## src/common/opcfg_cfg.svh

```systemverilog
// Register offsets, field positions, reset values and decode figures of the output-path bank
`ifndef OPCFG_CFG_SVH
`define OPCFG_CFG_SVH

// Register offsets on the control port
`define OPCFG_POS_CFG_ADDR      8'h65
`define OPCFG_NEG_CFG_ADDR      8'h66
`define OPCFG_ADDR_W            8
`define OPCFG_DATA_W            8

// Reset values
`define OPCFG_POS_CFG_RESET     8'h20
`define OPCFG_NEG_CFG_RESET     8'h20

// Writable bit masks (bit 1 of the negative-leg register is reserved)
`define OPCFG_POS_CFG_WMASK     8'hFF
`define OPCFG_NEG_CFG_WMASK     8'hFD

// Field positions; bits 7:2 are common to both registers, bits 1:0 differ between them
`define OPCFG_DRIVE_MSB         7
`define OPCFG_DRIVE_LSB         6
`define OPCFG_LEVEL_MSB         5
`define OPCFG_LEVEL_LSB         3
`define OPCFG_IMP_BIT           2
`define OPCFG_ARR_BIT           1
`define OPCFG_BW_BIT            0
`define OPCFG_RSVD_BIT          1
`define OPCFG_CMTOL_BIT         0

// Level gains in dB for each usable level code
`define OPCFG_GAIN_P12          8'h0C
`define OPCFG_GAIN_P6           8'h06
`define OPCFG_GAIN_0            8'h00
`define OPCFG_GAIN_M6           8'hFA
`define OPCFG_GAIN_M12          8'hF4

// Converter bandwidth in kHz
`define OPCFG_BW_AUDIO_KHZ      8'h18
`define OPCFG_BW_WIDE_KHZ       8'h60

`endif

```

## src/common/opcfg_pkg.sv

```systemverilog
// Types shared by the output-path configuration bank
package opcfg_pkg;

	// Output leg drive load
	typedef enum logic [1:0] {
		OPCFG_DRV_LINE  = 2'h0,
		OPCFG_DRV_HP    = 2'h1,
		OPCFG_DRV_LOWZ  = 2'h2,
		OPCFG_DRV_FDRCV = 2'h3
	} opcfg_drive_e;

	// Output leg level codes
	typedef enum logic [2:0] {
		OPCFG_LVL_RSV0 = 3'h0,
		OPCFG_LVL_RSV1 = 3'h1,
		OPCFG_LVL_P12  = 3'h2,
		OPCFG_LVL_P6   = 3'h3,
		OPCFG_LVL_0    = 3'h4,
		OPCFG_LVL_M6   = 3'h5,
		OPCFG_LVL_M12  = 3'h6,
		OPCFG_LVL_RSV7 = 3'h7
	} opcfg_level_e;

	// Output source codes held in the source-select register
	typedef enum logic [2:0] {
		OPCFG_SRC_RSV0  = 3'h0,
		OPCFG_SRC_DAC   = 3'h1,
		OPCFG_SRC_BYP   = 3'h2,
		OPCFG_SRC_MIX   = 3'h3,
		OPCFG_SRC_IND_A = 3'h4,
		OPCFG_SRC_IND_B = 3'h5,
		OPCFG_SRC_RSV6  = 3'h6,
		OPCFG_SRC_RSV7  = 3'h7
	} opcfg_source_e;

	typedef logic [7:0] opcfg_byte_t;

endpackage

```

## src/common/opcfg_reg_if.sv

```systemverilog
// Write path and stored value of one 8-bit configuration register
`timescale 1ns/1ps
interface opcfg_reg_if;
	logic                 we;
	opcfg_pkg::opcfg_byte_t wdata;
	opcfg_pkg::opcfg_byte_t q;

	// Bank side drives writes, register side returns its contents
	modport owner (input we, input wdata, output q);
	modport user  (output we, output wdata, input q);
endinterface

```

## src/verilog/opcfg_reg8.sv

```systemverilog
// One 8-bit configuration register with reset value and writable mask
`timescale 1ns/1ps
module opcfg_reg8 #(
	parameter logic [7:0] RESET_VAL = 8'h00,
	parameter logic [7:0] WMASK     = 8'hFF
) (
	// Clock and reset
	input  wire logic  clk,
	input  wire logic  srst,
	// Register access
	opcfg_reg_if.owner rif
);

	logic [7:0] val_q;
	logic [7:0] val_d;

	// Writable bits take the new data, masked bits keep reset value
	assign val_d = rif.we ? ((rif.wdata & WMASK) | (RESET_VAL & ~WMASK)) : val_q;

	// Storage
	always_ff @(posedge clk) begin
		if (srst) begin
			val_q <= RESET_VAL;
		end else begin
			val_q <= val_d;
		end
	end

	assign rif.q = val_q;

endmodule

```

## src/verilog/opcfg_top.sv

```systemverilog
// Output-path configuration register bank with field decode and level advisories
// Summary of operation
// RULE1: Each leg has a two-bit drive field, bits 7:6, reset 00, four load codes.
// RULE2: Each leg has a three-bit level field, bits 5:3, reset 100; 0,1,7 reserved.
// RULE3: Software uses level code 2 only with analog bypass source alone.
// RULE4: Software uses level codes 3 and 5 only with bypass or mix source.
// RULE5: Level code 6 needs bypass or mix source and negative impedance at 4.4 kohm.
// RULE6: First register bit 2 sets negative input bypass impedance; 0 low, 1 high.
// RULE7: Second register bit 2 sets positive input bypass impedance, same encoding.
// RULE8: First register bit 1 selects bypass input: differential or single-ended.
// RULE9: First register bit 0 selects converter bandwidth, 24 kHz or 96 kHz.
// RULE10: Second register bit 0 selects common-mode tolerance, narrow or rail-to-rail.
// RULE11: Second register bit 1 is reserved, read-only, returns zero.
// RULE12: Second register sits at address 0x66 and resets to 0x20.
// RULE13: External source field codes: 1 converter, 2 bypass, 3 mixed.
// RULE14: Any written value is stored and read back unchanged, no error raised. The code forces bit 1 of the second register to zero.
`timescale 1ns/1ps
`include "opcfg_cfg.svh"
module opcfg_top (
	// Clock and reset
	input  wire logic                        clk,
	input  wire logic                        srst,
	// Register port from the control interface
	input  wire logic                        reg_wr_en,
	input  wire logic                        reg_rd_en,
	input  wire logic [`OPCFG_ADDR_W-1:0]    reg_addr,
	input  wire logic [`OPCFG_DATA_W-1:0]    reg_wdata,
	output logic      [`OPCFG_DATA_W-1:0]    reg_rdata,
	output logic                             reg_rd_valid,
	// Source select from the neighbouring register
	input  wire logic [2:0]                  output_source_sel,
	// Raw register fields
	output logic      [1:0]                  pos_leg_drive_sel,
	output logic      [1:0]                  neg_leg_drive_sel,
	output logic      [2:0]                  pos_leg_level_sel,
	output logic      [2:0]                  neg_leg_level_sel,
	output logic                             neg_input_bypass_impedance,
	output logic                             pos_input_bypass_impedance,
	output logic                             bypass_input_arrangement,
	output logic                             converter_bandwidth_sel,
	output logic                             common_mode_tolerance_sel,
	// Decoded drive loads, one-hot: line, headphone, low-z, differential receiver
	output logic      [3:0]                  pos_leg_drive_onehot,
	output logic      [3:0]                  neg_leg_drive_onehot,
	// Decoded level gain in dB, two's complement
	output logic      [7:0]                  pos_leg_gain_db,
	output logic      [7:0]                  neg_leg_gain_db,
	// Level advisories
	output logic                             pos_leg_level_reserved,
	output logic                             neg_leg_level_reserved,
	output logic                             pos_leg_level_allowed,
	output logic                             neg_leg_level_allowed,
	// Decoded source mode
	output logic                             src_dac_only,
	output logic                             src_bypass_only,
	output logic                             src_mix,
	// Decoded analog controls
	output logic                             single_ended_bypass,
	output logic      [7:0]                  converter_bw_khz,
	output logic                             rail_to_rail_cm
);

	// Register interfaces
	// One interface per register keeps its strobe, data and stored word together
	opcfg_reg_if pos_if ();
	opcfg_reg_if neg_if ();

	// Address decode
	// Only the two mapped offsets match; writes elsewhere are ignored, reads elsewhere return zero
	logic hit_pos;
	logic hit_neg;
	logic hit_any;

	assign hit_pos = (reg_addr == `OPCFG_POS_CFG_ADDR);
	assign hit_neg = (reg_addr == `OPCFG_NEG_CFG_ADDR); // [RULE12]
	assign hit_any = hit_pos | hit_neg;

	// Write strobes; every value is accepted, with bit 1 at 0x66 masked to zero [RULE14]
	// Restricted codes are stored too; the advisory outputs flag them instead
	assign pos_if.we    = reg_wr_en & hit_pos;
	assign pos_if.wdata = reg_wdata;
	assign neg_if.we    = reg_wr_en & hit_neg;
	assign neg_if.wdata = reg_wdata;

	// First output-config register (positive-leg drive and level)
	opcfg_reg8 #(
		.RESET_VAL (`OPCFG_POS_CFG_RESET),
		.WMASK     (`OPCFG_POS_CFG_WMASK)
	) u_pos_cfg (
		.clk  (clk),
		.srst (srst),
		.rif  (pos_if.owner)
	);

	// Second output-config register, reset 0x20, bit 1 held at zero
	// The mask keeps the reserved bit at its reset value whatever is written
	opcfg_reg8 #(
		.RESET_VAL (`OPCFG_NEG_CFG_RESET), // [RULE12]
		.WMASK     (`OPCFG_NEG_CFG_WMASK)  // [RULE11]
	) u_neg_cfg (
		.clk  (clk),
		.srst (srst),
		.rif  (neg_if.owner)
	);

	// Field extraction
	// The impedance bits sit in the opposite leg's register, hence the cross-over
	logic [1:0] pos_drive_w;
	logic [1:0] neg_drive_w;
	logic [2:0] pos_level_w;
	logic [2:0] neg_level_w;
	logic       neg_imp_w;
	logic       pos_imp_w;
	logic       arr_w;
	logic       bw_w;
	logic       cmtol_w;

	assign pos_drive_w = pos_if.q[`OPCFG_DRIVE_MSB:`OPCFG_DRIVE_LSB]; // [RULE1]
	assign neg_drive_w = neg_if.q[`OPCFG_DRIVE_MSB:`OPCFG_DRIVE_LSB]; // [RULE1]
	assign pos_level_w = pos_if.q[`OPCFG_LEVEL_MSB:`OPCFG_LEVEL_LSB]; // [RULE2]
	assign neg_level_w = neg_if.q[`OPCFG_LEVEL_MSB:`OPCFG_LEVEL_LSB]; // [RULE2]
	assign neg_imp_w   = pos_if.q[`OPCFG_IMP_BIT];                    // [RULE6]
	assign pos_imp_w   = neg_if.q[`OPCFG_IMP_BIT];                    // [RULE7]
	assign arr_w       = pos_if.q[`OPCFG_ARR_BIT];                    // [RULE8]
	assign bw_w        = pos_if.q[`OPCFG_BW_BIT];                     // [RULE9]
	assign cmtol_w     = neg_if.q[`OPCFG_CMTOL_BIT];                  // [RULE10]

	// Source mode decode
	// Source code comes from logic on this clock, so it needs no synchroniser
	logic src_dac_w;
	logic src_byp_w;
	logic src_mix_w;
	logic src_byp_or_mix_w;

	assign src_dac_w        = (output_source_sel == opcfg_pkg::OPCFG_SRC_DAC); // [RULE13]
	assign src_byp_w        = (output_source_sel == opcfg_pkg::OPCFG_SRC_BYP); // [RULE13]
	assign src_mix_w        = (output_source_sel == opcfg_pkg::OPCFG_SRC_MIX); // [RULE13]
	assign src_byp_or_mix_w = src_byp_w | src_mix_w;

	// Drive one-hot decode
	// All four drive codes are legal loads, so the shift covers every case
	logic [3:0] pos_drive_oh_w;
	logic [3:0] neg_drive_oh_w;

	assign pos_drive_oh_w = 4'h1 << pos_drive_w; // [RULE1]
	assign neg_drive_oh_w = 4'h1 << neg_drive_w; // [RULE1]

	// Level to gain in dB; reserved codes report 0 dB
	function automatic logic [7:0] level_gain(input logic [2:0] lvl);
		logic [7:0] g;
		g = `OPCFG_GAIN_0;
		case (lvl)
			opcfg_pkg::OPCFG_LVL_P12: g = `OPCFG_GAIN_P12;
			opcfg_pkg::OPCFG_LVL_P6:  g = `OPCFG_GAIN_P6;
			opcfg_pkg::OPCFG_LVL_0:   g = `OPCFG_GAIN_0;
			opcfg_pkg::OPCFG_LVL_M6:  g = `OPCFG_GAIN_M6;
			opcfg_pkg::OPCFG_LVL_M12: g = `OPCFG_GAIN_M12;
			default:                  g = `OPCFG_GAIN_0;
		endcase
		return g;
	endfunction

	// Reserved level codes
	function automatic logic level_rsv(input logic [2:0] lvl);
		return (lvl == opcfg_pkg::OPCFG_LVL_RSV0) || (lvl == opcfg_pkg::OPCFG_LVL_RSV1) ||
			(lvl == opcfg_pkg::OPCFG_LVL_RSV7);
	endfunction

	// Whether a level code suits the present source and impedance
	// Code 6 checks the negative input's impedance for both legs alike
	function automatic logic level_ok(input logic [2:0] lvl, input logic byp,
		input logic byp_mix, input logic nimp);
		logic ok;
		ok = 1'b0;
		case (lvl)
			opcfg_pkg::OPCFG_LVL_P12: ok = byp;                 // [RULE3]
			opcfg_pkg::OPCFG_LVL_P6:  ok = byp_mix;             // [RULE4]
			opcfg_pkg::OPCFG_LVL_0:   ok = 1'b1;
			opcfg_pkg::OPCFG_LVL_M6:  ok = byp_mix;             // [RULE4]
			opcfg_pkg::OPCFG_LVL_M12: ok = byp_mix & ~nimp;     // [RULE5]
			default:                  ok = 1'b0;                // [RULE2]
		endcase
		return ok;
	endfunction

	logic [7:0] pos_gain_w;
	logic [7:0] neg_gain_w;
	logic       pos_rsv_w;
	logic       neg_rsv_w;
	logic       pos_ok_w;
	logic       neg_ok_w;

	// Level decode for both legs
	assign pos_gain_w = level_gain(pos_level_w);
	assign neg_gain_w = level_gain(neg_level_w);
	assign pos_rsv_w  = level_rsv(pos_level_w);  // [RULE2]
	assign neg_rsv_w  = level_rsv(neg_level_w);  // [RULE2]
	assign pos_ok_w   = level_ok(pos_level_w, src_byp_w, src_byp_or_mix_w, neg_imp_w);
	assign neg_ok_w   = level_ok(neg_level_w, src_byp_w, src_byp_or_mix_w, neg_imp_w);

	// Analog control decode
	// One bit picks between the only two bandwidths
	logic [7:0] bw_khz_w;

	assign bw_khz_w = bw_w ? `OPCFG_BW_WIDE_KHZ : `OPCFG_BW_AUDIO_KHZ; // [RULE9]

	// Read data mux; unmapped addresses read zero, reserved bit already zero
	// A read beside a write to the same address returns the old value
	logic [7:0] rdata_d;

	assign rdata_d = hit_pos ? pos_if.q : (hit_neg ? neg_if.q : 8'h00); // [RULE11] [RULE14]

	// Readback path, one cycle after the read strobe
	// Read data holds until the next read, so the host may take it late
	always_ff @(posedge clk) begin
		if (srst) begin
			reg_rdata    <= 8'h00;
			reg_rd_valid <= 1'b0;
		end else begin
			reg_rdata    <= reg_rd_en ? rdata_d : reg_rdata;
			reg_rd_valid <= reg_rd_en;
		end
	end

	// Field values after reset, cut from the reset words so the two cannot drift apart
	localparam logic [7:0] POS_RST = `OPCFG_POS_CFG_RESET;
	localparam logic [7:0] NEG_RST = `OPCFG_NEG_CFG_RESET;

	// Raw field outputs, reset to the register reset words
	// Fields and decodes both lag the stored words by one edge and change together
	always_ff @(posedge clk) begin
		if (srst) begin
			pos_leg_drive_sel          <= POS_RST[`OPCFG_DRIVE_MSB:`OPCFG_DRIVE_LSB];
			neg_leg_drive_sel          <= NEG_RST[`OPCFG_DRIVE_MSB:`OPCFG_DRIVE_LSB];
			pos_leg_level_sel          <= POS_RST[`OPCFG_LEVEL_MSB:`OPCFG_LEVEL_LSB];
			neg_leg_level_sel          <= NEG_RST[`OPCFG_LEVEL_MSB:`OPCFG_LEVEL_LSB];
			neg_input_bypass_impedance <= POS_RST[`OPCFG_IMP_BIT];
			pos_input_bypass_impedance <= NEG_RST[`OPCFG_IMP_BIT];
			bypass_input_arrangement   <= POS_RST[`OPCFG_ARR_BIT];
			converter_bandwidth_sel    <= POS_RST[`OPCFG_BW_BIT];
			common_mode_tolerance_sel  <= NEG_RST[`OPCFG_CMTOL_BIT];
		end else begin
			pos_leg_drive_sel          <= pos_drive_w; // [RULE1]
			neg_leg_drive_sel          <= neg_drive_w; // [RULE1]
			pos_leg_level_sel          <= pos_level_w; // [RULE2]
			neg_leg_level_sel          <= neg_level_w; // [RULE2]
			neg_input_bypass_impedance <= neg_imp_w;   // [RULE6]
			pos_input_bypass_impedance <= pos_imp_w;   // [RULE7]
			bypass_input_arrangement   <= arr_w;       // [RULE8]
			converter_bandwidth_sel    <= bw_w;        // [RULE9]
			common_mode_tolerance_sel  <= cmtol_w;     // [RULE10]
		end
	end

	// Decoded drive and gain outputs
	// Reset values match drive code 0 and the 0 dB level
	always_ff @(posedge clk) begin
		if (srst) begin
			pos_leg_drive_onehot <= 4'h1;
			neg_leg_drive_onehot <= 4'h1;
			pos_leg_gain_db      <= `OPCFG_GAIN_0;
			neg_leg_gain_db      <= `OPCFG_GAIN_0;
		end else begin
			pos_leg_drive_onehot <= pos_drive_oh_w;
			neg_leg_drive_onehot <= neg_drive_oh_w;
			pos_leg_gain_db      <= pos_gain_w;
			neg_leg_gain_db      <= neg_gain_w;
		end
	end

	// Level advisories; informative only, writes are never refused
	// A disallowed code still takes effect; avoiding it is up to software
	always_ff @(posedge clk) begin
		if (srst) begin
			pos_leg_level_reserved <= 1'b0;
			neg_leg_level_reserved <= 1'b0;
			pos_leg_level_allowed  <= 1'b1;
			neg_leg_level_allowed  <= 1'b1;
		end else begin
			pos_leg_level_reserved <= pos_rsv_w;
			neg_leg_level_reserved <= neg_rsv_w;
			pos_leg_level_allowed  <= pos_ok_w; // [RULE3] [RULE4] [RULE5]
			neg_leg_level_allowed  <= neg_ok_w; // [RULE3] [RULE4] [RULE5]
		end
	end

	// Source mode and analog control outputs
	// Source flags take the same edge as the advisories that depend on them
	always_ff @(posedge clk) begin
		if (srst) begin
			src_dac_only        <= 1'b0;
			src_bypass_only     <= 1'b0;
			src_mix             <= 1'b0;
			single_ended_bypass <= 1'b0;
			converter_bw_khz    <= `OPCFG_BW_AUDIO_KHZ;
			rail_to_rail_cm     <= 1'b0;
		end else begin
			src_dac_only        <= src_dac_w; // [RULE13]
			src_bypass_only     <= src_byp_w; // [RULE13]
			src_mix             <= src_mix_w; // [RULE13]
			single_ended_bypass <= arr_w;     // [RULE8]
			converter_bw_khz    <= bw_khz_w;  // [RULE9]
			rail_to_rail_cm     <= cmtol_w;   // [RULE10]
		end
	end

endmodule

```

## config.mk

```make
export PLATFORM = sky130hd
export DESIGN_NAME = opcfg_top
export DESIGN_NICKNAME = d
export VERILOG_FILES = /design/src/common/opcfg_pkg.sv /design/src/common/opcfg_reg_if.sv /design/src/verilog/opcfg_reg8.sv /design/src/verilog/opcfg_top.sv
export VERILOG_INCLUDE_DIRS = /design/src /design/src/common
export SDC_FILE = /design/constraint.sdc
export NUM_CORES = 1
export LEC_CHECK = 0
export BUFFER_PORTS_ARGS = -buffer_cell sky130_fd_sc_hd__buf_2
export CAP_MARGIN = 10
export CORE_AREA = 4 4 74 76
export DETAILED_ROUTE_END_ITERATION = 8
export DIE_AREA = 0 0 78 80
export GPL_ROUTABILITY_DRIVEN = 1
export GPL_TIMING_DRIVEN = 1
export PLACE_DENSITY_LB_ADDON = 0.05
export REMOVE_ABC_BUFFERS = 1
export SYNTH_ARGS = -nofsm -noshare
export SYNTH_HDL_FRONTEND = slang
export SYNTH_HIERARCHICAL = 1
export SYNTH_SLANG_ARGS = --single-unit
```

## constraint.sdc

```tcl
create_clock -name clk -period 3.88 [get_ports clk]
set_input_delay 0.776 -clock clk [delete_from_list [all_inputs] [get_ports clk]]
set_output_delay 0.776 -clock clk [all_outputs]
set_load 0.05 [all_outputs]
```

; ---- Yosys cells after proc, flatten, opt, wreduce, memory -nomap -nowiden
; Index checks and enable logic that the tools add are counted.
[classes]
n_eq_ne = 19
shifts = 2
n_mux = 7
bitwise = 5
n_reduce_logical = 8
[op_table]
columns = operator, n
row1 = $pmux W8 S4, 2
row2 = $eq A3 B3 Y1 const B, 8
row3 = $eq A3 B2 Y1 const B, 6
row4 = $eq A8 B7 Y1 const B, 2
row5 = $mux W8, 2
row6 = $eq A3 B1 Y1 const B, 3
row7 = $pmux W1 S4, 2
row8 = $shl A1 B2 Y4 const A, 2
row9 = $mux W7, 1
row10 = $logic_not A3 Y1, 2
row11 = $logic_or A1 B1 Y1, 4
row12 = $reduce_or A2 Y1, 2
row13 = $and A1 B1 Y1, 3
row14 = $not A1 Y1, 1
row15 = $or A1 B1 Y1, 1
[totals]
register_bits = 78
inputBits = 23
output_inout_bits = 65

; ---- Longest topological paths before layout
; Gate-level depths: netlist of the first run.
[logic_depth]
word_depth = 4
ltp_mapped = 7

; ---- Modules after synthesis
; Netlist of the first run, hierarchy kept.
[modules_own_cells]
columns = mod, n_inst, cells_each, area_per_inst_um2, seq_area_each_um2
row1 = opcfg_top, 1, 187, 1903.1, 960.9
row2 = opcfg_reg8 (u_pos_cfg), 1, 26, 290.3, 160.2
row3 = opcfg_reg8 (u_neg_cfg), 1, 24, 262.8, 140.1

; ---- Worst setup path after synthesis of the first run
; No wires, ideal clock.
[synth_path]
path_type = in2reg
from = input reg_addr[7]
to = register u_pos_cfg.val_q[5], in the netlist u_pos_cfg/rif.q[5]
setup_time_ns = 0.120
t_arrival_ns = 1.906
required_ns = 3.760
setup_slack_ns = 1.854
cell_stages = 7
path_buffers = 2
path_cell_list = and4bb_1 -> buf_6 -> and3b_1 -> and4b_1 -> buf_6 -> nor2b_2 -> a211o_1
[synth_via]
elab_chain_len = 2
[synth_rtl]
columns = element, line
row1 = from (decl), opcfg_top.sv:26  ; input wire logic [`OPCFG_ADDR_W-1:0] reg_addr,
row2 = $eq A8 B7 Y1 (no line), n/a
row3 = $and A1 B1 Y1, opcfg_top.sv:80  ; assign pos_if.we = reg_wr_en & hit_pos;
row4 = via pos_if.we, opcfg_reg_if.sv:4  ; logic we;
row5 = to (signal assigned), opcfg_reg8.sv:25  ; val_q <= val_d;
row6 = to (decl), opcfg_reg8.sv:14  ; logic [7:0] val_q;
; The timed path passes the listed nets, and every way through them passes these cells.
; A chain may end at the register's enable or synchronous reset.

; ---- Final worst setup path of the first run
[layout_path]
from = input reg_addr[7]
to = register u_pos_cfg.val_q[2], in the netlist u_pos_cfg/rif.q[2]
; Same word-level chain as after synthesis.

==> metrics.txt, run 1 <==
Initial Util=0.520; Fin Setup TNS=0 ns; Syn Area/Cell=10.4 µm²; H-tree level count=3; drt initial violations=59; first-pass GRT wire length=7690 µm; core area=4720 µm²; period utilisation layout=0.573; die height=80 µm; CP Buf/Inv Count=1; Hold Crit Start=u_pos_cfg/rif.q[0]; routability congestion estimate=0.699; Worst path slowest cell=and4b_1; root buf cell=clkbuf_8; largest family of logic cells by synthesized area=simple AND/OR/NAND/NOR gates; vias per inst=4.74; Post-synth EDFFs=0; FF+latch count, synth=63; worst hold margin=0.443 ns; crit path launch type=input port; Synth Instances=237; share of cells above drive strength 1=0.319; hold crit path type=reg -> reg; total CTS buffers=9; 1st-pass router iterations=4; R2R cell count=3; MaxCap Viol Count=0; FF-to-FF End=pos_leg_level_allowed; Clock Skew=0.00430 ns; Routed Antenna Nets=0; standard-cell row count=25; sequential share of the synthesized area=0.513; xor/xnor cell area share of the yosys netlist=0.0143; CP endpoint=u_pos_cfg/rif.q[2]; fmax=0.450 GHz; vias in the first global route=1660; via count=1757; Setup Fix Bufs, Post-CTS=0; fillers=411; CTS Buffer Depth=2; CP max FO=9; adder-cell area share of the yosys netlist=0; clk_lat worst skew=0.32 ns; Cell Chain, Critical Path=buf_2, and4bb_1, and3b_1, and4b_1, mux2i_1, nor2_1; Ys Warns=6; Reg clk slew, reported paths=0.06 ns; share of the synthesized area in the top cell type=0.513; Reg-to-Reg Start=u_pos_cfg/rif.q[5]; Post-synth ARST share=0; die width=78 µm; top-level I/O count=88; Top delay family on crit path=simple AND/OR/NAND/NOR gates; final worst path period need=2.22 ns; initial antenna violation count=0; Synth Area in Compound Gates=0.0718; crit path kind=in -> reg; Detailed Place HPWL=3160 µm; CP startpoint=reg_addr[7]; Critical Path RT=4.06 ns; Cell Area, Synth=2460 µm²; die area=6240 µm²; outcome=finished clean; Final setup viols=0; drc violations=0; largest net degree at the start of global routing=52; fraction of the mapped netlist area in simple logic gates=0.247; # resized after CTS=0; Area contributors post-synth=dfxtp_1 51%, and3b_1 6.4%, buf_4 5.5%; r2r setup slk=2.78 ns; Hold Fails Final Rpt=0; DRT Wirelength=4560 µm; leakage power=1.34 nW; final worst setup slack=1.66 ns; ant diodes=0; hold buffers post-CTS=0; crit end category=flop; unrepaired setup endpoints after global routing=false; worst hold path depth=1; CTS sink count=63; Slew Limit Fails=0; Primary FF master, synth=dfxtp_1; relative slew slack=0.440; area leader, netlist=dfxtp_1; GRT Resource Usage Total=0.158; ratio of total power to cell area=405 nW/µm²; mux cell area share after synthesis=0.0530; Crit. path cell count=6; CP max stage delay=0.57 ns; CP arrival=2.40 ns; Area growth, synth to finish=17.6%; worst slack at placement=1.32 ns; worst slew pin tran=0.840 ns; synth unique cells=37; peak supply drop=0.232 mV; gr ovfl total=0; Core Util, Final=0.612; DR WL/cell=12.3 µm; Final #Nets=323; Port Buffer Count=81; CTS tree=done
-- how the worst min path moves through the flow --
| stage | to | slack, ns |
|---|---|---|
| 2_1_floorplan | converter_bw_khz[4] | 0.40 |
| 3_3_place_gp | converter_bw_khz[4] | 0.43 |
| 3_5_place_dp | converter_bw_khz[4] | 0.44 |
| 4_1_cts | converter_bw_khz[4] | 0.44 |
| 5_1_grt | converter_bw_khz[4] | 0.48 |
| 6_report | converter_bw_khz[4] | 0.44 |
-- routing by layer --
metal / vias up / GRT usage / share of wire / routed length (µm)
met5: - / 0 / 0 / 0
met4: 0 / 0.0892 / 0.015 / 68
met3: 6 / 0.0474 / 0.077 / 351
met2: 66 / 0.223 / 0.43 / 1970
met1: 785 / 0.214 / 0.47 / 2160
li1: 900 / - / - / -
-- cell usage in the layout (no fill, tap or decap), types with 3 or more instances in the layout --
master	count
a21oi_1	11
and2_1	4
and3b_1	18
buf_2	81
clkbuf_1	4
clkbuf_8	10
conb_1	7
dfxtp_1	63
mux2i_1	13
nand2b_1	9
nor2_1	18
nor2b_1	19
nor3b_1	5
o211ai_1	8
or2_2	3
xnor2_1	3
-- synthesized netlist by cell type, types with 3 or more instances --
library cell  instances
nor2b_1              19
buf_4                18
or2_2                 3
mux2i_1              13
and2_1                4
and3b_1              18
o211ai_1              8
dfxtp_1              63
buf_2                10
xnor2_1               3
nand2b_1              9
nor3b_1               5
a21oi_1              11
buf_6                 3
nor2_1               18
-- cell type report --
cell class,count,area [µm²],share of cell area
inverters,2,7.51,0.00260
well taps,67,83.8,0.0290
clock buffers,14,153,0.0528
clock inverters,1,5.00,0.00173
repair buffers,81,405,0.140
flip-flops and latches,63,1260,0.437
multi-input cells,143,973,0.337
-- stage by stage --
stage	instances	power [W]	cell area, µm²
after floorplan	208	0.000694	2240
after global placement	356	0.000723	2730
after detailed placement	356	0.000723	2730
after CTS	371	0.00119	2890
after global routing	371	0.00122	2890
final	371	0.00117	2890
-- report_power, final --
| part | internal, W | switching [W] | leakage, nW |
|---|---|---|---|
| registers | 0.000649 | 0.000000763 | 0.508 |
| logic | 0.0000173 | 0.0000412 | 0.749 |
| clock network | 0.000246 | 0.000217 | 0.0805 |
| total | 0.000912 | 0.000259 | 1.34 |
-- cell families after synthesis --
family / after synthesis
multiplexers: 13
flip-flops: 63
XOR/XNOR: 4
AO/OA/AOI/OAI: 28
buffers and inverters: 36
other: 2
AND/OR/NAND/NOR: 91
-- sequential cells by signal, summed over array words and instances, names as in the netlist, 3 cells and up --
signal	cells
neg_leg_drive_onehot	4
pos_leg_gain_db	4
reg_rdata	8
pos_leg_drive_onehot	4
neg_leg_level_sel	3
u_neg_cfg/rif.q	7
neg_leg_gain_db	4
pos_leg_level_sel	3
u_pos_cfg/rif.q	8
-- worst register-to-register path, stage by stage (launching register included) --
cell and delay, ns:
dfxtp_1 0.41, or3b_1 0.40, nand4_1 0.10, nand3b_1 0.07
No activity file was read; power rests on OpenSTA's default activity.
==> inputs of run 2 (changes only) <==
- CORE_AREA: 4 4 74 76 -> 4 4 80 82
- DIE_AREA: 0 0 78 80 -> 0 0 84 86
- clock period: 3.88 -> 2 ns (I/O delays scaled with it)
==> run 2 against run 1 <==
Net effect: count of clock-buffer cells in the layout fell by 1; routed wire length rose by 11%; first-iteration DRC count rose by 59%; final cell count rose by 3.2%; combinational power rose by 110%.
==> metrics.txt, run 2 (synthesis results as in run 1) <==
Final setup viols=0; fmax=0.669 GHz; crit path kind=in -> reg; Hold Fails Final Rpt=0; die width=84 µm; leading cell type in the layout, fill and taps excluded=buf_2; outcome=finished clean; hold crit path type=in -> reg; Initial Util=0.427; via count=1784; Fin Setup TNS=0 ns; first-pass GRT wire length=8250 µm; Setup Fix Bufs, Post-CTS=0; MaxCap Viol Count=0; core area=5750 µm²; standard-cell row count=28; DRT Wirelength=5070 µm; vias per inst=4.66; CTS Buffer Depth=2; Top delay family on crit path=simple AND/OR/NAND/NOR gates; crit path launch type=input port; Sw Pwr=0.000518 W; DR WL/cell=13.2 µm; share of cells above drive strength 1=0.334; Routed Antenna Nets=0; dpl cell area=2800 µm²; CTS tree=done; CP max FO=7; total CTS buffers=9; crit end category=flop; Area growth, synth to finish=20.8%; total power=0.00232 W; largest net degree at the start of global routing=44; drt initial violations=94; vias in the first global route=1662; H-tree level count=3; 1st-pass router iterations=4; CP arrival=1.70 ns; Reg power frac=0.543; clk_lat worst skew=0.32 ns; combinational power share=0.054; ant diodes=0; peak supply drop=0.357 mV; Reg clk slew, reported paths=0.06 ns; root buf cell=clkbuf_8; initial antenna violation count=0; GRT Resource Usage Total=0.144; gr ovfl total=0; Detailed Place HPWL=3450 µm; final worst path period need=1.49 ns; internal power=0.00180 W; # resized after CTS=0; Port Buffer Count=81; drc violations=0; switching part of the total=0.223; die area=7220 µm²; hold buffers post-CTS=0; Worst path slowest cell=and4b_1; Slew Limit Fails=0; routability congestion estimate=0.803; leakage power=1.38 nW; cell area after layout=2970 µm²; most frequent cells in the layout=81 x buf_2, 63 x dfxtp_1, 19 x nor2b_1; die height=86 µm; Core Util, Final=0.517; unrepaired setup endpoints after global routing=false; CTS sink count=63; Clock Skew=0.00998 ns; clock power share=0.403; period utilisation layout=0.747; worst slack at placement=0.184 ns; Final #Nets=328; CP Buf/Inv Count=2; Cell Chain, Critical Path=buf_2, and4bb_1, and3b_1, and4b_1, buf_12, nor2b_2, a211o_1; Critical Path RT=2.21 ns; final worst setup slack=0.506 ns; top-level I/O count=88; CP max stage delay=0.35 ns; ratio of total power to cell area=781 nW/µm²
## run 2: cell types whose count changed in the layout (fill, tap and decap cells not counted), sizes merged
| cell | previous run | this run |
|---|---|---|
| buf | 81 | 86 |
| clkbuf | 14 | 13 |
## run 2: path summary, 6_finish.rpt
check,slack (ns),cells past startpoint,endpoint,startpoint
worst max-delay path,0.51,7,u_pos_cfg/rif.q[5],reg_addr[7]
worst min register to register,0.44,1,converter_bw_khz[4],u_pos_cfg/rif.q[0]
worst max register to register,0.89,3,pos_leg_level_allowed,u_pos_cfg/rif.q[5]
worst min-delay path,0.30,2,src_dac_only,output_source_sel[1]
## run 2: power by group through the flow
stage          Sequential, W  Clock (W)  Combinational, W
6_report             0.00126   0.000934          0.000125
5_1_grt              0.00126    0.00103          0.000135
4_1_cts              0.00126   0.000965          0.000126
3_5_place_dp         0.00129          0          0.000126
3_3_place_gp         0.00129          0          0.000125
2_1_floorplan        0.00130          0         0.0000460
## run 2: per-layer routing
metal / vias to the layer above / global-route usage / share of wire
li1: 910 / - / -
met1: 814 / 0.193 / 0.48
met2: 56 / 0.218 / 0.46
met3: 4 / 0.0384 / 0.056
met4: 0 / 0.0658 / 0.0079
met5: - / 0 / 0
## run 2: cell type report
type                            instances  area (µm²)
Clock buffer                           13         159
Timing Repair Buffer                   86         468
Fill cell                             566        2780
Clock inverter                          1        5.00
Sequential cell                        63        1260
Multi-Input combinational cell        143         973
Inverter                                2        7.51
Tap cell                               75        93.8
## run 2: metrics by stage
step                      hold slack [ns]  instances
after floorplan                     0.399        208
after global routing                0.304        383
after CTS                           0.278        383
after detailed placement            0.428        369
final                               0.299        383
after global placement              0.434        369
## run 2: worst register-to-register path, cell delays in order, from the launching register on
cell      delay [ns]
dfxtp_1         0.42
or3b_1          0.41
nand4_1         0.10
nand3b_1        0.07
==> inputs of run 3 (changes only) <==
- clock period: 2 -> 1.2 ns (I/O delays scaled with it)
==> run 3 against run 2 <==
Net effect: the flow now finishes with violations (negative setup slack); flip-flop and latch count unchanged; core utilization up 4.3 points; die area stayed put; hold slack lost 0.17 ns.
==> metrics.txt, run 3 (synthesis results as in run 1) <==
DR WL/cell=12.7 µm; CP max stage delay=0.27 ns; drt initial violations=49; CTS tree=done; fmax=0.831 GHz; Reg power frac=0.461; ratio of total power to cell area=1420 nW/µm²; most frequent cells in the layout=62 x dfxtp_1, 57 x buf_2, 23 x buf_4; Reg-to-Reg Start=u_neg_cfg/rif.q[5]; ant diodes=0; MaxCap Viol Count=0; unrepaired setup endpoints after global routing=true; total power=0.00456 W; clk_lat worst skew=0.33 ns; top-level I/O count=88; gr ovfl total=0; largest net degree at the start of global routing=37; Reg clk slew, reported paths=0.07 ns; Clock Skew=0.00616 ns; share of cells above drive strength 1=0.372; root buf cell=clkbuf_8; crit end category=flop; Hold Fails Final Rpt=0; FF-to-FF End=neg_leg_level_allowed; leakage power=1.47 nW; H-tree level count=3; hold crit path type=in -> reg; combinational power share=0.050; Hold Crit Start=output_source_sel[1]; Port Buffer Count=81; 1st-pass router iterations=4; R2R cell count=3; outcome=finished, violations left; failing checks=negative setup slack; die width=84 µm; initial antenna violation count=0; Slew Limit Fails=0; crit path kind=in -> reg; Detailed Place HPWL=3600 µm; period utilisation layout=1.00; via count=1836; r2r setup slk=0.15 ns; die height=86 µm; standard-cell row count=28; CP max FO=7; drc violations=0; clock power share=0.490; Setup Fix Bufs, Post-CTS=0; Area growth, synth to finish=30.9%; Sw Pwr=0.000948 W; peak supply drop=0.733 mV; Final setup viols=1; CTS sink count=63; CTS Buffer Depth=2; Hold Path End=src_dac_only; worst hold margin=0.127 ns; CP arrival=1.42 ns; final worst setup slack=-0.00380 ns; routability congestion estimate=0.744; core area=5750 µm²; internal power=0.00361 W; vias in the first global route=1691; Cell Chain, Critical Path=buf_6, and4bb_1, and3b_1, and4b_2, buf_12, nor2b_2, a211o_1; crit path launch type=input port; final worst path period need=1.20 ns; vias per inst=4.65; leading cell type in the layout, fill and taps excluded=dfxtp_1; worst hold path depth=2; Final #Nets=338; die area=7220 µm²; GRT Resource Usage Total=0.148; Worst path slowest cell=and4bb_1; Critical Path RT=1.42 ns; DRT Wirelength=5000 µm; first-pass GRT wire length=8420 µm; Routed Antenna Nets=0; total CTS buffers=9; Initial Util=0.427; switching part of the total=0.208
## run 3: worst max-delay path by stage
stage	slack, ns	to	cells after the start	start
finish	-0.004	u_pos_cfg/rif.q[5]	7	reg_addr[7]
global route	-0.06	u_pos_cfg/rif.q[0]	7	reg_addr[7]
CTS	-0.03	neg_leg_gain_db[6]	1	neg_leg_gain_db[6]
detailed placement	-0.39	u_pos_cfg/rif.q[5]	7	reg_addr[7]
global placement	-0.35	u_pos_cfg/rif.q[5]	7	reg_addr[7]
floorplan	-0.59	neg_leg_gain_db[4]	0	neg_leg_gain_db[6]
## run 3: area by class of cell
| cell class | count | area, µm² |
|---|---|---|
| tap | 75 | 93.8 |
| sequential | 63 | 1260 |
| timing repair buffer | 96 | 631 |
| clock inverter | 6 | 108 |
| fill | 545 | 2530 |
| multi-input combinational | 143 | 975 |
| clock buffer | 10 | 138 |
| inverter | 2 | 7.51 |
## run 3: metrics by stage
step	area [µm²]	std cells	util	setup slack (ns)	setup TNS, ns
floorplan	2240	208	-	-0.593	-11.88
global placement	2890	379	0.503	-0.352	-4.88
detailed placement	2890	379	0.503	-0.388	-5.20
CTS	3150	395	0.549	-0.0318	-0.119
global route	3210	395	0.559	-0.0574	-0.479
finish	3210	395	0.559	-0.00380	-0.00380
## run 3: critical path: cells and delay by family
family | cells | cell delay (ns)
buf+inv | 2 | 0.23
simple gates | 4 | 0.75
compound gates | 1 | 0.21
## run 3: power by group through the flow
stage / clock (W) / sequential [W] / combinational, W
finish: 0.00223 / 0.00210 / 0.000226
global route: 0.00242 / 0.00210 / 0.000242
CTS: 0.00229 / 0.00210 / 0.000225
detailed placement: 0 / 0.00215 / 0.000224
global placement: 0 / 0.00215 / 0.000224
floorplan: 0 / 0.00217 / 0.0000767
## run 3: metal layers
layer,vias to the layer above,share of wire,GRT usage
met5,-,0,0
met2,56,0.46,0.224
met4,0,0.019,0.0789
met1,838,0.46,0.193
li1,933,-,-
met3,9,0.059,0.0403
## run 3: timing repair
| action | in CTS | in global routing |
|---|---|---|
| gates resized for setup | 7 | 30 |
| pin swaps | 3 | 5 |
| hold buffers | 0 | 0 |
| setup endpoints to repair | 16 | 35 |
